--- src/core/tsb_pkg.sv ---
// constants for the tag buffer status register bank
package tsb_pkg;
  localparam int ADDR_W = 8;
  localparam int DATA_W = 8;
  localparam int LINK_W = 11;

  // register offsets
  localparam logic [7:0] OFS_BUFFER_FILL_LEVEL = 8'h0C;
  localparam logic [7:0] OFS_BUFFER_FLAG_STATUS = 8'h0D;
  localparam logic [7:0] OFS_LAST_READER_ADDRESS = 8'h0E;
  localparam logic [7:0] OFS_REVISION_MAJOR_NUMBER = 8'h1E;
  localparam logic [7:0] OFS_REVISION_MINOR_NUMBER = 8'h1F;

  // field positions
  localparam int FILL_INVALID_BIT = 7;
  localparam int FILL_COUNT_MSB = 5;
  localparam int FLAG_RADIO_BUSY_BIT = 5;
  localparam int FLAG_RADIO_PEND_BIT = 4;
  localparam int FLAG_HOST_PEND_BIT = 3;
  localparam int FLAG_UNDERRUN_BIT = 1;
  localparam int FLAG_OVERRUN_BIT = 0;

  // reset values and the last-address busy value
  localparam logic [7:0] RST_BUFFER_FILL_LEVEL = 8'h00;
  localparam logic [7:0] RST_BUFFER_FLAG_STATUS = 8'h00;
  localparam logic [7:0] RST_LAST_READER_ADDRESS = 8'h00;
  localparam logic [7:0] LAST_ADDR_BUSY = 8'hFF;

  // arbitrary revision values
  localparam logic [7:0] REV_MAJOR_DEF = 8'h05;
  localparam logic [7:0] REV_MINOR_DEF = 8'h03;

  // buffer depth and settle time of the invalid flag
  localparam logic [6:0] BUF_DEPTH_DEF = 7'h20;
  localparam logic [1:0] CHG_HOLD = 2'h2;
endpackage

--- src/core/tsb_pin_sync.sv ---
// three-stage synchroniser with agreement filter
`timescale 1ns/1ps
module tsb_pin_sync #(
  parameter int W = 1
) (
  input wire logic clock,
  input wire logic reset,
  input wire logic ce,
  input wire logic [W-1:0] pin_in,
  output logic [W-1:0] level_r
);
  typedef struct packed {
    logic [W-1:0] s1;
    logic [W-1:0] s2;
    logic [W-1:0] s3;
    logic [W-1:0] level;
  } tsb_sync_type;

  tsb_sync_type s_r;
  tsb_sync_type s_nxt;

  always_comb begin
    s_nxt = s_r;
    s_nxt.s1 = pin_in;
    s_nxt.s2 = s_r.s1;
    s_nxt.s3 = s_r.s2;
    // a bit moves once stages two and three agree
    s_nxt.level = (~(s_r.s2 ^ s_r.s3) & s_r.s3) | ((s_r.s2 ^ s_r.s3) & s_r.level);
  end

  always_ff @(posedge clock or posedge reset) begin
    if (reset) begin
      s_r <= '0;
    end else if (ce) begin
      s_r <= s_nxt;
    end
  end

  assign level_r = s_r.level;
endmodule

--- src/core/tsb_status_regs.sv ---
// buffer status, last reader address and revision registers
// What this block does
// - bit 7 of the fill register is high while the buffer contents are changing.
// - bits 5 to 0 of the fill register count buffer bytes from the reader not yet read.
// - both buffer status registers clear on power-up, restore-defaults, flush and idle/halt.
// - bit 1 of the flag register sets when the host reads more bytes than are held.
// - bit 0 of the flag register sets when more bytes are written than fit.
// - flag register bits 5, 4 and 3 show radio busy, radio data and host data pending.
// - no host-side busy flag is reported in the flag register.
// - the last-address register takes the address of each reader memory access.
// - the reader address is stored as a full 8 bits, even beyond the memory space.
// - the last-address register reads FFh while it is being updated.
// - the last-address register clears on power-up, restore-defaults and flush only.
// - a read-only register holds the major revision number.
// - a read-only register holds the minor revision number.
// - the buffer error interrupt rises whenever an overflow or underflow is recorded.
`timescale 1ns/1ps
module tsb_status_regs
  import tsb_pkg::*;
#(
  parameter logic [6:0] BUF_DEPTH = tsb_pkg::BUF_DEPTH_DEF,
  parameter logic [7:0] REV_MAJOR = tsb_pkg::REV_MAJOR_DEF,
  parameter logic [7:0] REV_MINOR = tsb_pkg::REV_MINOR_DEF
) (
  input wire logic clock,
  input wire logic reset,
  input wire logic ce,
  input wire logic host_rd_en,
  input wire logic [tsb_pkg::ADDR_W-1:0] host_rd_addr,
  input wire logic host_buf_pop,
  input wire logic cmd_set_default,
  input wire logic cmd_clear_buffer,
  input wire logic idle_halt_cmd,
  input wire logic radio_side_busy,
  input wire logic radio_data_pending,
  input wire logic host_data_pending,
  input wire logic link_clk,
  input wire logic link_push,
  input wire logic link_access,
  input wire logic [7:0] link_addr,
  output logic [tsb_pkg::DATA_W-1:0] host_rd_data_r,
  output logic host_rd_valid_r,
  output logic storage_fault_irq_r
);
  typedef enum logic [1:0] {
    LA_IDLE = 2'b01,
    LA_UPD = 2'b10
  } tsb_la_state_type;

  typedef struct packed {
    logic [5:0] count;
    logic len_invalid;
    logic [1:0] chg_cnt;
    logic buf_ovr;
    logic buf_unf;
    logic radio_busy;
    logic radio_pend;
    logic host_pend;
    logic [7:0] last_addr;
    logic [7:0] addr_hold;
    tsb_la_state_type la_state;
    logic clk_prev;
    logic [7:0] rd_data;
    logic rd_valid;
    logic fault_irq;
  } tsb_state_type;

  tsb_state_type s_r;
  tsb_state_type s_nxt;
  logic [LINK_W-1:0] link_lvl;
  logic lk_clk;
  logic lk_push;
  logic lk_access;
  logic [7:0] lk_addr;
  logic link_edge;
  logic push;
  logic pop;
  logic ovr_ev;
  logic unf_ev;
  logic changing;
  logic clr_buf;
  logic clr_la;

  // link pins pass the three-stage filter
  tsb_pin_sync #(
    .W(LINK_W)
  ) u_link_sync (
    .clock(clock),
    .reset(reset),
    .ce(ce),
    .pin_in({link_clk, link_push, link_access, link_addr}),
    .level_r(link_lvl)
  );

  assign lk_clk = link_lvl[10];
  assign lk_push = link_lvl[9];
  assign lk_access = link_lvl[8];
  assign lk_addr = link_lvl[7:0];

  // register read decode
  function automatic logic [7:0] read_mux(input logic [7:0] a, input tsb_state_type st);
    logic [7:0] v;
    v = 8'h00;
    case (a)
      OFS_BUFFER_FILL_LEVEL: begin
        v[FILL_INVALID_BIT] = st.len_invalid;
        v[FILL_COUNT_MSB:0] = st.count;
      end
      OFS_BUFFER_FLAG_STATUS: begin
        v[FLAG_RADIO_BUSY_BIT] = st.radio_busy;
        v[FLAG_RADIO_PEND_BIT] = st.radio_pend;
        v[FLAG_HOST_PEND_BIT] = st.host_pend;
        v[FLAG_UNDERRUN_BIT] = st.buf_unf;
        v[FLAG_OVERRUN_BIT] = st.buf_ovr;
      end
      OFS_LAST_READER_ADDRESS: v = st.last_addr;
      OFS_REVISION_MAJOR_NUMBER: v = REV_MAJOR;
      OFS_REVISION_MINOR_NUMBER: v = REV_MINOR;
      default: v = 8'h00;
    endcase
    return v;
  endfunction

  always_comb begin
    s_nxt = s_r;
    s_nxt.clk_prev = lk_clk;
    link_edge = lk_clk & ~s_r.clk_prev;
    push = link_edge & lk_push;
    pop = host_buf_pop;
    clr_la = cmd_set_default | cmd_clear_buffer;
    clr_buf = clr_la | idle_halt_cmd;
    ovr_ev = push & ~pop & ({1'b0, s_r.count} >= BUF_DEPTH);
    unf_ev = pop & ~push & (s_r.count == 6'h00);
    changing = push | pop;
    // byte count
    if (push && !pop && !ovr_ev) begin
      s_nxt.count = s_r.count + 6'h01;
    end else if (pop && !push && !unf_ev) begin
      s_nxt.count = s_r.count - 6'h01;
    end
    // invalid flag spans the change
    if (changing) begin
      s_nxt.chg_cnt = CHG_HOLD;
    end else if (s_r.chg_cnt != 2'h0) begin
      s_nxt.chg_cnt = s_r.chg_cnt - 2'h1;
    end
    s_nxt.len_invalid = (s_nxt.chg_cnt != 2'h0);
    // sticky error flags
    s_nxt.buf_ovr = s_r.buf_ovr | ovr_ev;
    s_nxt.buf_unf = s_r.buf_unf | unf_ev;
    s_nxt.fault_irq = ovr_ev | unf_ev;
    // handshake state, no host busy bit
    s_nxt.radio_busy = radio_side_busy;
    s_nxt.radio_pend = radio_data_pending;
    s_nxt.host_pend = host_data_pending;
    // last address update
    case (s_r.la_state)
      LA_IDLE: begin
        if (link_edge && lk_access) begin
          s_nxt.addr_hold = lk_addr;
          s_nxt.last_addr = LAST_ADDR_BUSY;
          s_nxt.la_state = LA_UPD;
        end
      end
      LA_UPD: begin
        s_nxt.last_addr = s_r.addr_hold;
        s_nxt.la_state = LA_IDLE;
      end
      default: s_nxt.la_state = LA_IDLE;
    endcase
    // command clears, a new error still sets its flag
    if (clr_buf) begin
      s_nxt.count = RST_BUFFER_FILL_LEVEL[5:0];
      s_nxt.chg_cnt = 2'h0;
      s_nxt.len_invalid = RST_BUFFER_FILL_LEVEL[FILL_INVALID_BIT];
      s_nxt.radio_busy = RST_BUFFER_FLAG_STATUS[FLAG_RADIO_BUSY_BIT];
      s_nxt.radio_pend = RST_BUFFER_FLAG_STATUS[FLAG_RADIO_PEND_BIT];
      s_nxt.host_pend = RST_BUFFER_FLAG_STATUS[FLAG_HOST_PEND_BIT];
      s_nxt.buf_ovr = ovr_ev;
      s_nxt.buf_unf = unf_ev;
    end
    if (clr_la) begin
      s_nxt.last_addr = RST_LAST_READER_ADDRESS;
      s_nxt.la_state = LA_IDLE;
    end
    // read port
    s_nxt.rd_valid = host_rd_en;
    s_nxt.rd_data = host_rd_en ? read_mux(host_rd_addr, s_r) : 8'h00;
  end

  always_ff @(posedge clock or posedge reset) begin
    if (reset) begin
      s_r <= '0;
      s_r.la_state <= LA_IDLE;
    end else if (ce) begin
      s_r <= s_nxt;
    end
  end

  assign host_rd_data_r = s_r.rd_data;
  assign host_rd_valid_r = s_r.rd_valid;
  assign storage_fault_irq_r = s_r.fault_irq;
endmodule

--- config.mk ---
export PLATFORM = sky130hd
export DESIGN_NAME = tsb_status_regs
export DESIGN_NICKNAME = d
export VERILOG_FILES = /design/src/core/tsb_pkg.sv /design/src/core/tsb_pin_sync.sv /design/src/core/tsb_status_regs.sv
export SDC_FILE = /design/constraint.sdc
export NUM_CORES = 1
export LEC_CHECK = 0
export BUFFER_PORTS_ARGS = -buffer_cell sky130_fd_sc_hd__buf_2
export CORE_MARGIN = 2
export CORE_UTILIZATION = 30
export CTS_CLUSTER_DIAMETER = 30
export CTS_CLUSTER_SIZE = 12
export DETAILED_ROUTE_END_ITERATION = 6
export PLACE_DENSITY = 0.54
export SETUP_SLACK_MARGIN = 0.02
export SYNTH_ARGS = -nofsm -noshare
export SYNTH_HDL_FRONTEND = slang
export SYNTH_SLANG_ARGS = --single-unit
--- constraint.sdc ---
create_clock -name clock -period 4.55 [get_ports clock]
set_clock_uncertainty 0.1 [all_clocks]
set_input_delay 0.6825 -clock clock [delete_from_list [all_inputs] [get_ports clock]]
set_output_delay 0.6825 -clock clock [all_outputs]
set_load 0.01 [all_outputs]
# Word-level counts from Yosys, hierarchy flattened
# Index checks and enable logic that the tools add are counted.
[word_totals]
ff_bits = 87
latchBits = 0
ramBits = 0
romBits = 0
input_bits = 30
out_inout_bits = 10
elab_cells = 85
mem_count = 0
[op_classes]
n_addsub = 3
mul = 0
n_div = 0
magnitude_cmp = 1
n_eq_ne = 8
shifts = 0
muxes = 16
bitwise = 20
reduce_logical = 18
[op_table]
columns = ["op", "count"]
rows = [
  ["$eq A8 B4 Y1 const B", 3],
  ["$and A11 B11 Y11", 2],
  ["$mux W18", 1],
  ["$eq A8 B5 Y1 const B", 2],
  ["$mux W8", 2],
  ["$pmux W8 S2", 1],
  ["$mux W14", 1],
  ["$mux W6", 2],
  ["$not A11 Y11", 1],
  ["$or A11 B11 Y11", 1],
  ["$xor A11 B11 Y11", 1],
  ["$pmux W2 S5", 1],
  ["$pmux W3 S3", 1],
  ["$mux W2", 4],
  ["$add A6 B1 Y6 const B", 1],
  ["$and A1 B1 Y1", 6],
  ["$ge A6 B6 Y1 const B", 1],
  ["$logic_not A6 Y1", 1],
  ["$or A1 B1 Y1", 6],
  ["$reduce_and A3 Y1", 2],
  ["$reduce_bool A3 Y1", 2],
  ["$sub A6 B1 Y6 const B", 1],
  ["$logic_and A1 B1 Y1", 5],
  ["$logic_not A1 Y1", 4],
  ["other kinds (10)", 14],
]

# Depth between registers and ports, before layout
# Gate-level depths: netlist of the first run.
[logic_depth]
depth_word = 11
ltp_mapped = 9
mapped_depth_nobuf = 9

# Cells and area by module
# A second synthesis of the first run with hierarchy kept.
[unflattened]
cells_unflattened = 387
hier_area_um2 = 4186.5
[by_module_without_submodules]
columns = ["mod", "n_inst", "cells_each", "area_per_inst_um2", "seq_area_each_um2"]
rows = [
  ["tsb_status_regs", 1, 236, 2265.9, 1077.3],
  ["tsb_pin_sync", 1, 151, 1920.6, 1101.1],
]

# Worst setup path before layout of the first run
# OpenSTA, ideal clock, no wires.
[synth_timing]
path_kind = "input to register"
from = "input port host_buf_pop"
to = "register s_r[42] (netlist name)"
setup_time_ns = 0.125
arrival_time_ns = 2.627
t_required_ns = 4.325
path_slack_ns = 1.699
stages = 9
n_path_buf = 1
cell_sequence = "clkbuf_1 -> nor3_2 -> inv_1 -> ha_1 -> nand2_1 -> a311oi_1 -> nand3_1 -> a21oi_1 -> mux2_2"
[synth_via]
elab_chain_cells = 7
elab_cells_between_ends = 16
cone_classes = "2 x mux; 5 x bitwise; 9 x reduce/logical"
[synth_rtl]
columns = ["item", "line", "source"]
rows = [
  ["from (decl)", "tsb_status_regs.sv:30", "input wire logic host_buf_pop,"],
  ["$not A1 Y1", "tsb_status_regs.sv:132", "ovr_ev = push & ~pop & ({1'b0, s_r.count} >= BUF_DEPTH);"],
  ["$and A1 B1 Y1 (2 in a row)", "tsb_status_regs.sv:132", ""],
  ["$logic_not A1 Y1", "tsb_status_regs.sv:136", "if (push && !pop && !ovr_ev) begin"],
  ["$logic_and A1 B1 Y1", "tsb_status_regs.sv:136", ""],
  ["$reduce_bool A3 Y1 (no line) / $mux W6 (equally long branches)", "n/a", ""],
  ["$reduce_and A2 Y1 (no line) / $mux W14 (equally long branches)", "n/a", ""],
  ["to (signal assigned)", "tsb_status_regs.sv:196", "s_r <= s_nxt;"],
  ["to (decl)", "tsb_status_regs.sv:68", "tsb_state_type s_r;"],
]
# Parallel ways exist; a longest one is shown, timed or not.
# A chain may end at the register's enable or synchronous reset.

# Final worst setup path of the first run
[layout_timing]
from = "register s_r[10] (netlist name)"
to = "register s_r[42] (netlist name)"
[layout_via]
elab_chain_cells = 10
elab_cells_between_ends = 19
cone_classes = "2 x mux; 8 x bitwise; 9 x reduce/logical"
[layout_rtl]
columns = ["item", "line", "source"]
rows = [
  ["$not A1 Y1 (*)", "tsb_status_regs.sv:127", "link_edge = lk_clk & ~s_r.clk_prev;"],
  ["$and A1 B1 Y1 (*)", "tsb_status_regs.sv:127", ""],
  ["$and A1 B1 Y1 (*)", "tsb_status_regs.sv:128", "push = link_edge & lk_push;"],
  ["$not A1 Y1", "tsb_status_regs.sv:133", "unf_ev = pop & ~push & (s_r.count == 6'h00);"],
  ["$and A1 B1 Y1 (2 in a row)", "tsb_status_regs.sv:133", ""],
  ["$logic_not A1 Y1", "tsb_status_regs.sv:138", "end else if (pop && !push && !unf_ev) begin"],
  ["$logic_and A1 B1 Y1", "tsb_status_regs.sv:138", ""],
  ["$reduce_bool A3 Y1 (no line)", "n/a", ""],
  ["$reduce_and A2 Y1 (no line)", "n/a", ""],
]
# Every way passes the cells marked *; elsewhere a longest branch is shown, timed or not.

==> results of run 1 <==
final timing paths:
kind | endpoint | slack, ns | cells past startpoint
min in group asynchronous | u_link_sync.s_nxt[30] | 0.41 | 2
worst min-delay path | s_r[24] | 0.39 | 2
worst min register to register | s_r[24] | 0.39 | 2
worst max register to register | s_r[42] | 1.61 | 9
worst max-delay path | s_r[42] | 1.61 | 9
max in group asynchronous | host_rd_data_r[6] | 2.99 | 3
power by group through the flow:
stage | Clock [mW] | Sequential, mW | Combinational (mW)
2_1_floorplan | 0 | 0.963 | 0.265
3_3_place_gp | 0 | 0.995 | 0.295
3_5_place_dp | 0 | 1.00 | 0.305
4_1_cts | 0.816 | 0.987 | 0.307
5_1_grt | 0.853 | 1.01 | 0.344
6_report | 0.792 | 0.986 | 0.302
layout by cell type, fill, tap and decap left out, drive strengths merged, types with 2 or more instances in the layout:
cell type  Yosys  final
or3            3      3
a21oi         40     40
bufinv         0      2
a22o           4      4
nand3          6      6
nor3           4      4
o22ai          7      7
nand2b        12     12
ha             3      3
clkbuf        15      9
nand3b         4      4
inv           18     21
nor4           2      2
mux2          44     44
dfrtp         86     86
nand2         24     24
o21ai         28     28
o311ai         2      2
xnor2          3      3
mux2i          8      8
nor2          20     20
o21a           2      2
clkinv         0      2
a31oi          3      3
o31ai          2      2
buf           12     42
or4            2      2
cell type report:
cell class / count / share of cell area
inverters: 18 / 0.0147
clock inverters: 7 / 0.0214
flip-flops and latches: 87 / 0.466
multi-input cells: 239 / 0.356
repair buffers: 42 / 0.0466
clock buffers: 9 / 0.0482
well taps: 176 / 0.0471
routing by layer:
metal  up-vias  wire [um]  share of wire  track usage
li1       1366          -              -            -
met1      1298       3560           0.48        0.150
met2        64       3340           0.45        0.171
met3        10        428          0.058       0.0401
met4         0        108          0.015       0.0392
met5         -          0              0            0
kinds of logic (layout without fill, tap and decap cells):
kind of cell	Yosys count	after routing	share of synthesized area
AO/OA/AOI/OAI	98	98	0.149
flip-flops	87	87	0.537
AND/OR/NAND/NOR	83	83	0.103
multiplexers	52	52	0.142
buffers and inverters	45	76	0.0528
adder cells (fa/ha/maj)	3	3	0.00926
XOR/XNOR	3	3	0.00648
per-stage QoR:
| stage | power, mW | instance area, sq um | cells |
|---|---|---|---|
| after floorplan | 1.23 | 4050 | 371 |
| after global placement | 1.29 | 4350 | 562 |
| after detailed placement | 1.31 | 4350 | 562 |
| after CTS | 2.11 | 4670 | 578 |
| after global routing | 2.20 | 4670 | 578 |
| final | 2.08 | 4670 | 578 |
worst max-delay path, cell delays in order, from the launching register on:
cell and delay [ns]:
dfrtp_1 0.39, nand3b_1 0.33, nor3_2 0.38, inv_1 0.16, ha_1 0.36, a21oi_1 0.08
a311oi_1 0.35, nand3_1 0.11, a21oi_1 0.19, mux2_2 0.36
==> results_dict.tcl, run 1 <==
set metrics [dict create \
    worstSkewPairLatency_ns 0.34 \
    finalWorstSetupSlack_ns 1.61 \
    place_ws_ns 1.50 \
    cts_resized 0 \
    timing.rr.start "s_r[10]" \
    power_density_nw_per_um2 445 \
    multi_input_area_sq_um 1660 \
    crit_path_end_kind "register" \
    area_growth_pct 15.2 \
    critPathMaxFanout 6 \
    clk_pin_slew_worst_paths_ns 0.06 \
    final_nets 430 \
    core_sq_um 13200 \
    slew_headroom 0.382 \
    setup_violations 0 \
    power.share.switching 0.259 \
    drive_above_1_share 0.274 \
    htree_levels 3 \
    syn-num-nets 404 \
    initial_core_util 0.306 \
    rsz0062_at_grt "no" \
    antenna_found_initial 0 \
    finalSetupTns_ns 0 \
    pwr-share-comb 0.145 \
    cap_violations 0 \
    ys_seq_area_frac 0.537 \
    root_buffer "clkbuf_16" \
    place_congestion 0.822 \
    crit_required_ns 4.67 \
    num_io_pins 40 \
    yosys.cell_types.count 49 \
    clkPwrFrac 0.381 \
    cts_buffers 9 \
    p_leak_nw 2.03 \
    gr-usage-all-layers 0.113 \
    drc 0 \
    ant_nets 0 \
    die_w_um 120 \
    synth_area_per_cell_sq_um 10.9 \
    rows 42 \
    crit_start "s_r[10]" \
    synthTopCellsByCount "dfrtp_1, mux2_2, a21oi_1, o21ai_0, nand2_1" \
    outcome "complete, no violations" \
    cts_max_path_buffers 2 \
    crit_type "reg -> reg" \
    grt_pass1_vias 2661 \
    hold_ws_ns 0.392 \
    first_iter_violations 108 \
    fill_cells 1334 \
    dp_hpwl_mm 5.16 \
    wl_mm 7.43 \
    async_flop_share 1.00 \
    cts_sinks 87 \
    viasPerCell 4.74 \
    fin_util 0.353 \
    fmax_mhz 340 \
    maxSlewViolCount 0 \
    synth_ff_type "dfrtp_1" \
    netlist.area_leader.share 0.531 \
    final-seq-area_sq_um 2180 \
    synth-edff-count 0 \
    num_vias 2738 \
    die_area_sq_um 14500 \
    wire_per_inst_um 12.9 \
    numPortBuffers 39 \
    cp-start-kind "register" \
    p_int_mw 1.54 \
    seqPwrFrac 0.474 \
    min_from "s_r[24]" \
    die_h_um 120 \
    grt_overflow 0 \
    crit_arrival_ns 3.06 \
    hp-class "reg -> reg" \
    period_minus_slack_ns 2.94 \
    yosysMostFrequentCell "dfrtp_1" \
    cts_tree "built" \
    synth.yosys.warnings 0 \
    ctsHoldBuffers 0 \
    antenna_cells 0 \
    synth.area.top_cells "dfrtp_1, mux2_2, a21oi_1" \
    syn-cell-area_sq_um 4050 \
    hold_viol 0 \
    p_sw_uw 539 \
    grt_pass1_wl_mm 13.0 \
    dr.pass1.iters 4 \
    cts_setup_buffers 0 \
    synth-seq-cells 87 \
    tightest_slew_ns 0.925 \
    grt_max_degree 57 \
    netlist_instances 371 \
    yosys.area.top_type "dfrtp_1" \
    peakVddDrop_uv 256 \
    min_period_over_period 0.647 \
]
Note: power is estimated with default switching activity, not from simulation.
==> run 2: changes to the inputs <==
--- a/config.mk
+++ b/config.mk
@@ -11,7 +11,7 @@
 export CTS_CLUSTER_DIAMETER = 30
 export CTS_CLUSTER_SIZE = 12
 export DETAILED_ROUTE_END_ITERATION = 6
-export PLACE_DENSITY = 0.54
+export PLACE_DENSITY = 0.56
 export SETUP_SLACK_MARGIN = 0.02
 export SYNTH_ARGS = -nofsm -noshare
 export SYNTH_HDL_FRONTEND = slang
==> constraint.sdc (replaced) <==
create_clock -name clock -period 2.55 [get_ports clock]
set_clock_uncertainty 0.1 [all_clocks]
set_input_delay 0.3825 -clock clock [delete_from_list [all_inputs] [get_ports clock]]
set_output_delay 0.3825 -clock clock [all_outputs]
set_load 0.01 [all_outputs]
==> run 2 against run 1 <==
Effect of this change: power rose by 73%; die area did not move; core utilization rose by 0.36 points; global-route usage rose by 0.27 points; first-iteration DRC count rose by 46%; non-clock buffer count rose by 5; register-to-register slack got worse by 1.4 ns; combinational power rose by 85%.
==> results_dict.tcl, run 2 (same netlist as run 1, synthesis figures left out) <==
set metrics [dict create \
    worstRegToRegCells 8 \
    final_nets 435 \
    cp_slowest_cell "dfrtp_1" \
    peakVddDrop_uv 452 \
    p_int_mw 2.65 \
    clkPwrFrac 0.353 \
    crit_chain "nor3_4 -> inv_2 -> ha_4 -> nand2_1 -> a311oi_2 -> nand3_1 -> a21oi_2 -> mux2_2" \
    dr.pass1.iters 4 \
    first_iter_violations 158 \
    finalSetupTns_ns 0 \
    final_cell_mix "dfrtp_1, mux2_2, a21oi_1, buf_2, o21ai_0" \
    htree_levels 3 \
    grt_overflow 0 \
    finalWorstSetupSlack_ns 0.217 \
    drc 0 \
    layout.cells.most_common "dfrtp_1" \
    die_area_sq_um 14500 \
    grt_pass1_vias 2755 \
    cts_tree "built" \
    top_layer "met4" \
    root_buffer "clkbuf_16" \
    die_w_um 120 \
    antenna_found_initial 0 \
    stdcell_area_sq_um 4720 \
    period_minus_slack_ns 2.33 \
    seqPwrFrac 0.492 \
    antenna_cells 0 \
    tightest_slew_ns 0.835 \
    crit_path_end_kind "register" \
    power.share.switching 0.260 \
    cap_violations 0 \
    crit_arrival_ns 2.46 \
    ant_nets 0 \
    place_congestion 0.793 \
    grt_pass1_wl_mm 13.4 \
    viasPerCell 4.82 \
    outcome "complete, no violations" \
    drt-met1-wl_mm 3.75 \
    cts_setup_buffers 0 \
    hp-class "in -> async" \
    maxSlewViolCount 0 \
    cts_sinks 87 \
    pwr-share-comb 0.156 \
    cts_max_path_buffers 2 \
    grt_max_degree 40 \
    total_power_mw 3.59 \
    cp-start-kind "register" \
    rows 42 \
    worstSkewPairLatency_ns 0.33 \
    setup_violations 0 \
    routed-wl-met2_mm 3.45 \
    wl_mm 7.62 \
    num_vias 2812 \
    core_sq_um 13200 \
    gr-usage-all-layers 0.116 \
    dp_hpwl_mm 5.45 \
    clk_pin_slew_worst_paths_ns 0.06 \
    power_density_nw_per_um2 761 \
    wire_per_inst_um 13.1 \
    min_period_over_period 0.915 \
    drive_above_1_share 0.287 \
    fmax_mhz 429 \
    cpPeakStageDelay_ns 0.53 \
    initial_core_util 0.306 \
    ctsHoldBuffers 0 \
    met3_length_um 355 \
    slew_headroom 0.440 \
    area_growth_pct 16.4 \
    hold_viol 0 \
    numPortBuffers 39 \
    die_h_um 120 \
    fin_util 0.356 \
    place_ws_ns 0.139 \
    critPathMaxFanout 10 \
    postPlaceCellArea_sq_um 4420 \
    p_sw_uw 935 \
    num_io_pins 40 \
    cts_buffers 9 \
    rsz0062_at_grt "no" \
    p_leak_nw 2.03 \
    crit_required_ns 2.67 \
    crit_type "reg -> reg" \
]
-- run 2: changes by cell type in the layout (fill, tap and decap cells not counted), sizes merged --
cell,delta
buf,+5
inv,-3
clkbuf,+2
clkinvlp,+3
clkinv,-1
bufinv,-1
-- run 2: final timing paths --
kind / end / slack [ns] / startpoint
max: s_r[42] / 0.22 / s_r[42]
min: u_link_sync.s_nxt[26] / 0.04 / reset
max reg2reg: s_r[42] / 0.22 / s_r[42]
min reg2reg: s_r[27] / 0.39 / s_r[27]
max in group asynchronous: host_rd_valid_r / 1.59 / reset
min in group clock: u_link_sync.s_nxt[27] / 0.18 / link_addr[5]
-- run 2: per-stage QoR --
stage                     hold slack, ns  cells
after global routing              0.0988    583
final                             0.0383    583
after global placement             0.373    567
after CTS                         0.0527    583
after detailed placement           0.382    567
after floorplan                    0.350    371
-- run 2: metal layers --
metal	global-route usage	vias to the layer above
li1	-	1369
met1	0.159	1384
met2	0.175	55
met3	0.0373	4
met4	0.0356	0
met5	0	-
-- run 2: timing repair --
item                                    in CTS  in global routing
endpoints found under the hold margin        0                  0
endpoints found under the setup margin       0                  1
resized for setup                            0                  1
-- run 2: power by group through the flow --
stage | Sequential [mW] | Combinational [mW] | Clock [mW]
global route | 1.80 | 0.634 | 1.38
global placement | 1.78 | 0.545 | 0
CTS | 1.77 | 0.564 | 1.32
floorplan | 1.72 | 0.482 | 0
detailed placement | 1.79 | 0.563 | 0
finish | 1.76 | 0.558 | 1.27
-- run 2: cell type report --
| class | instances | area (sq um) |
|---|---|---|
| multi-input cells | 239 | 1690 |
| repair buffers | 47 | 268 |
| fillers | 1354 | 8520 |
| inverters | 18 | 71.3 |
| well taps | 176 | 220 |
| clock buffers | 11 | 233 |
| flip-flops and latches | 87 | 2180 |
| clock inverters | 5 | 58.8 |
-- run 2: critical path: cells and delay by family (launching register included) --
family	cells	cell delay (ns)
DFF	1	0.53
AOI/OAI and AO/OA	2	0.43
buffers and inverters	1	0.09
muxes	1	0.33
and+or+nand+nor	3	0.45
adders and majority gates	1	0.29
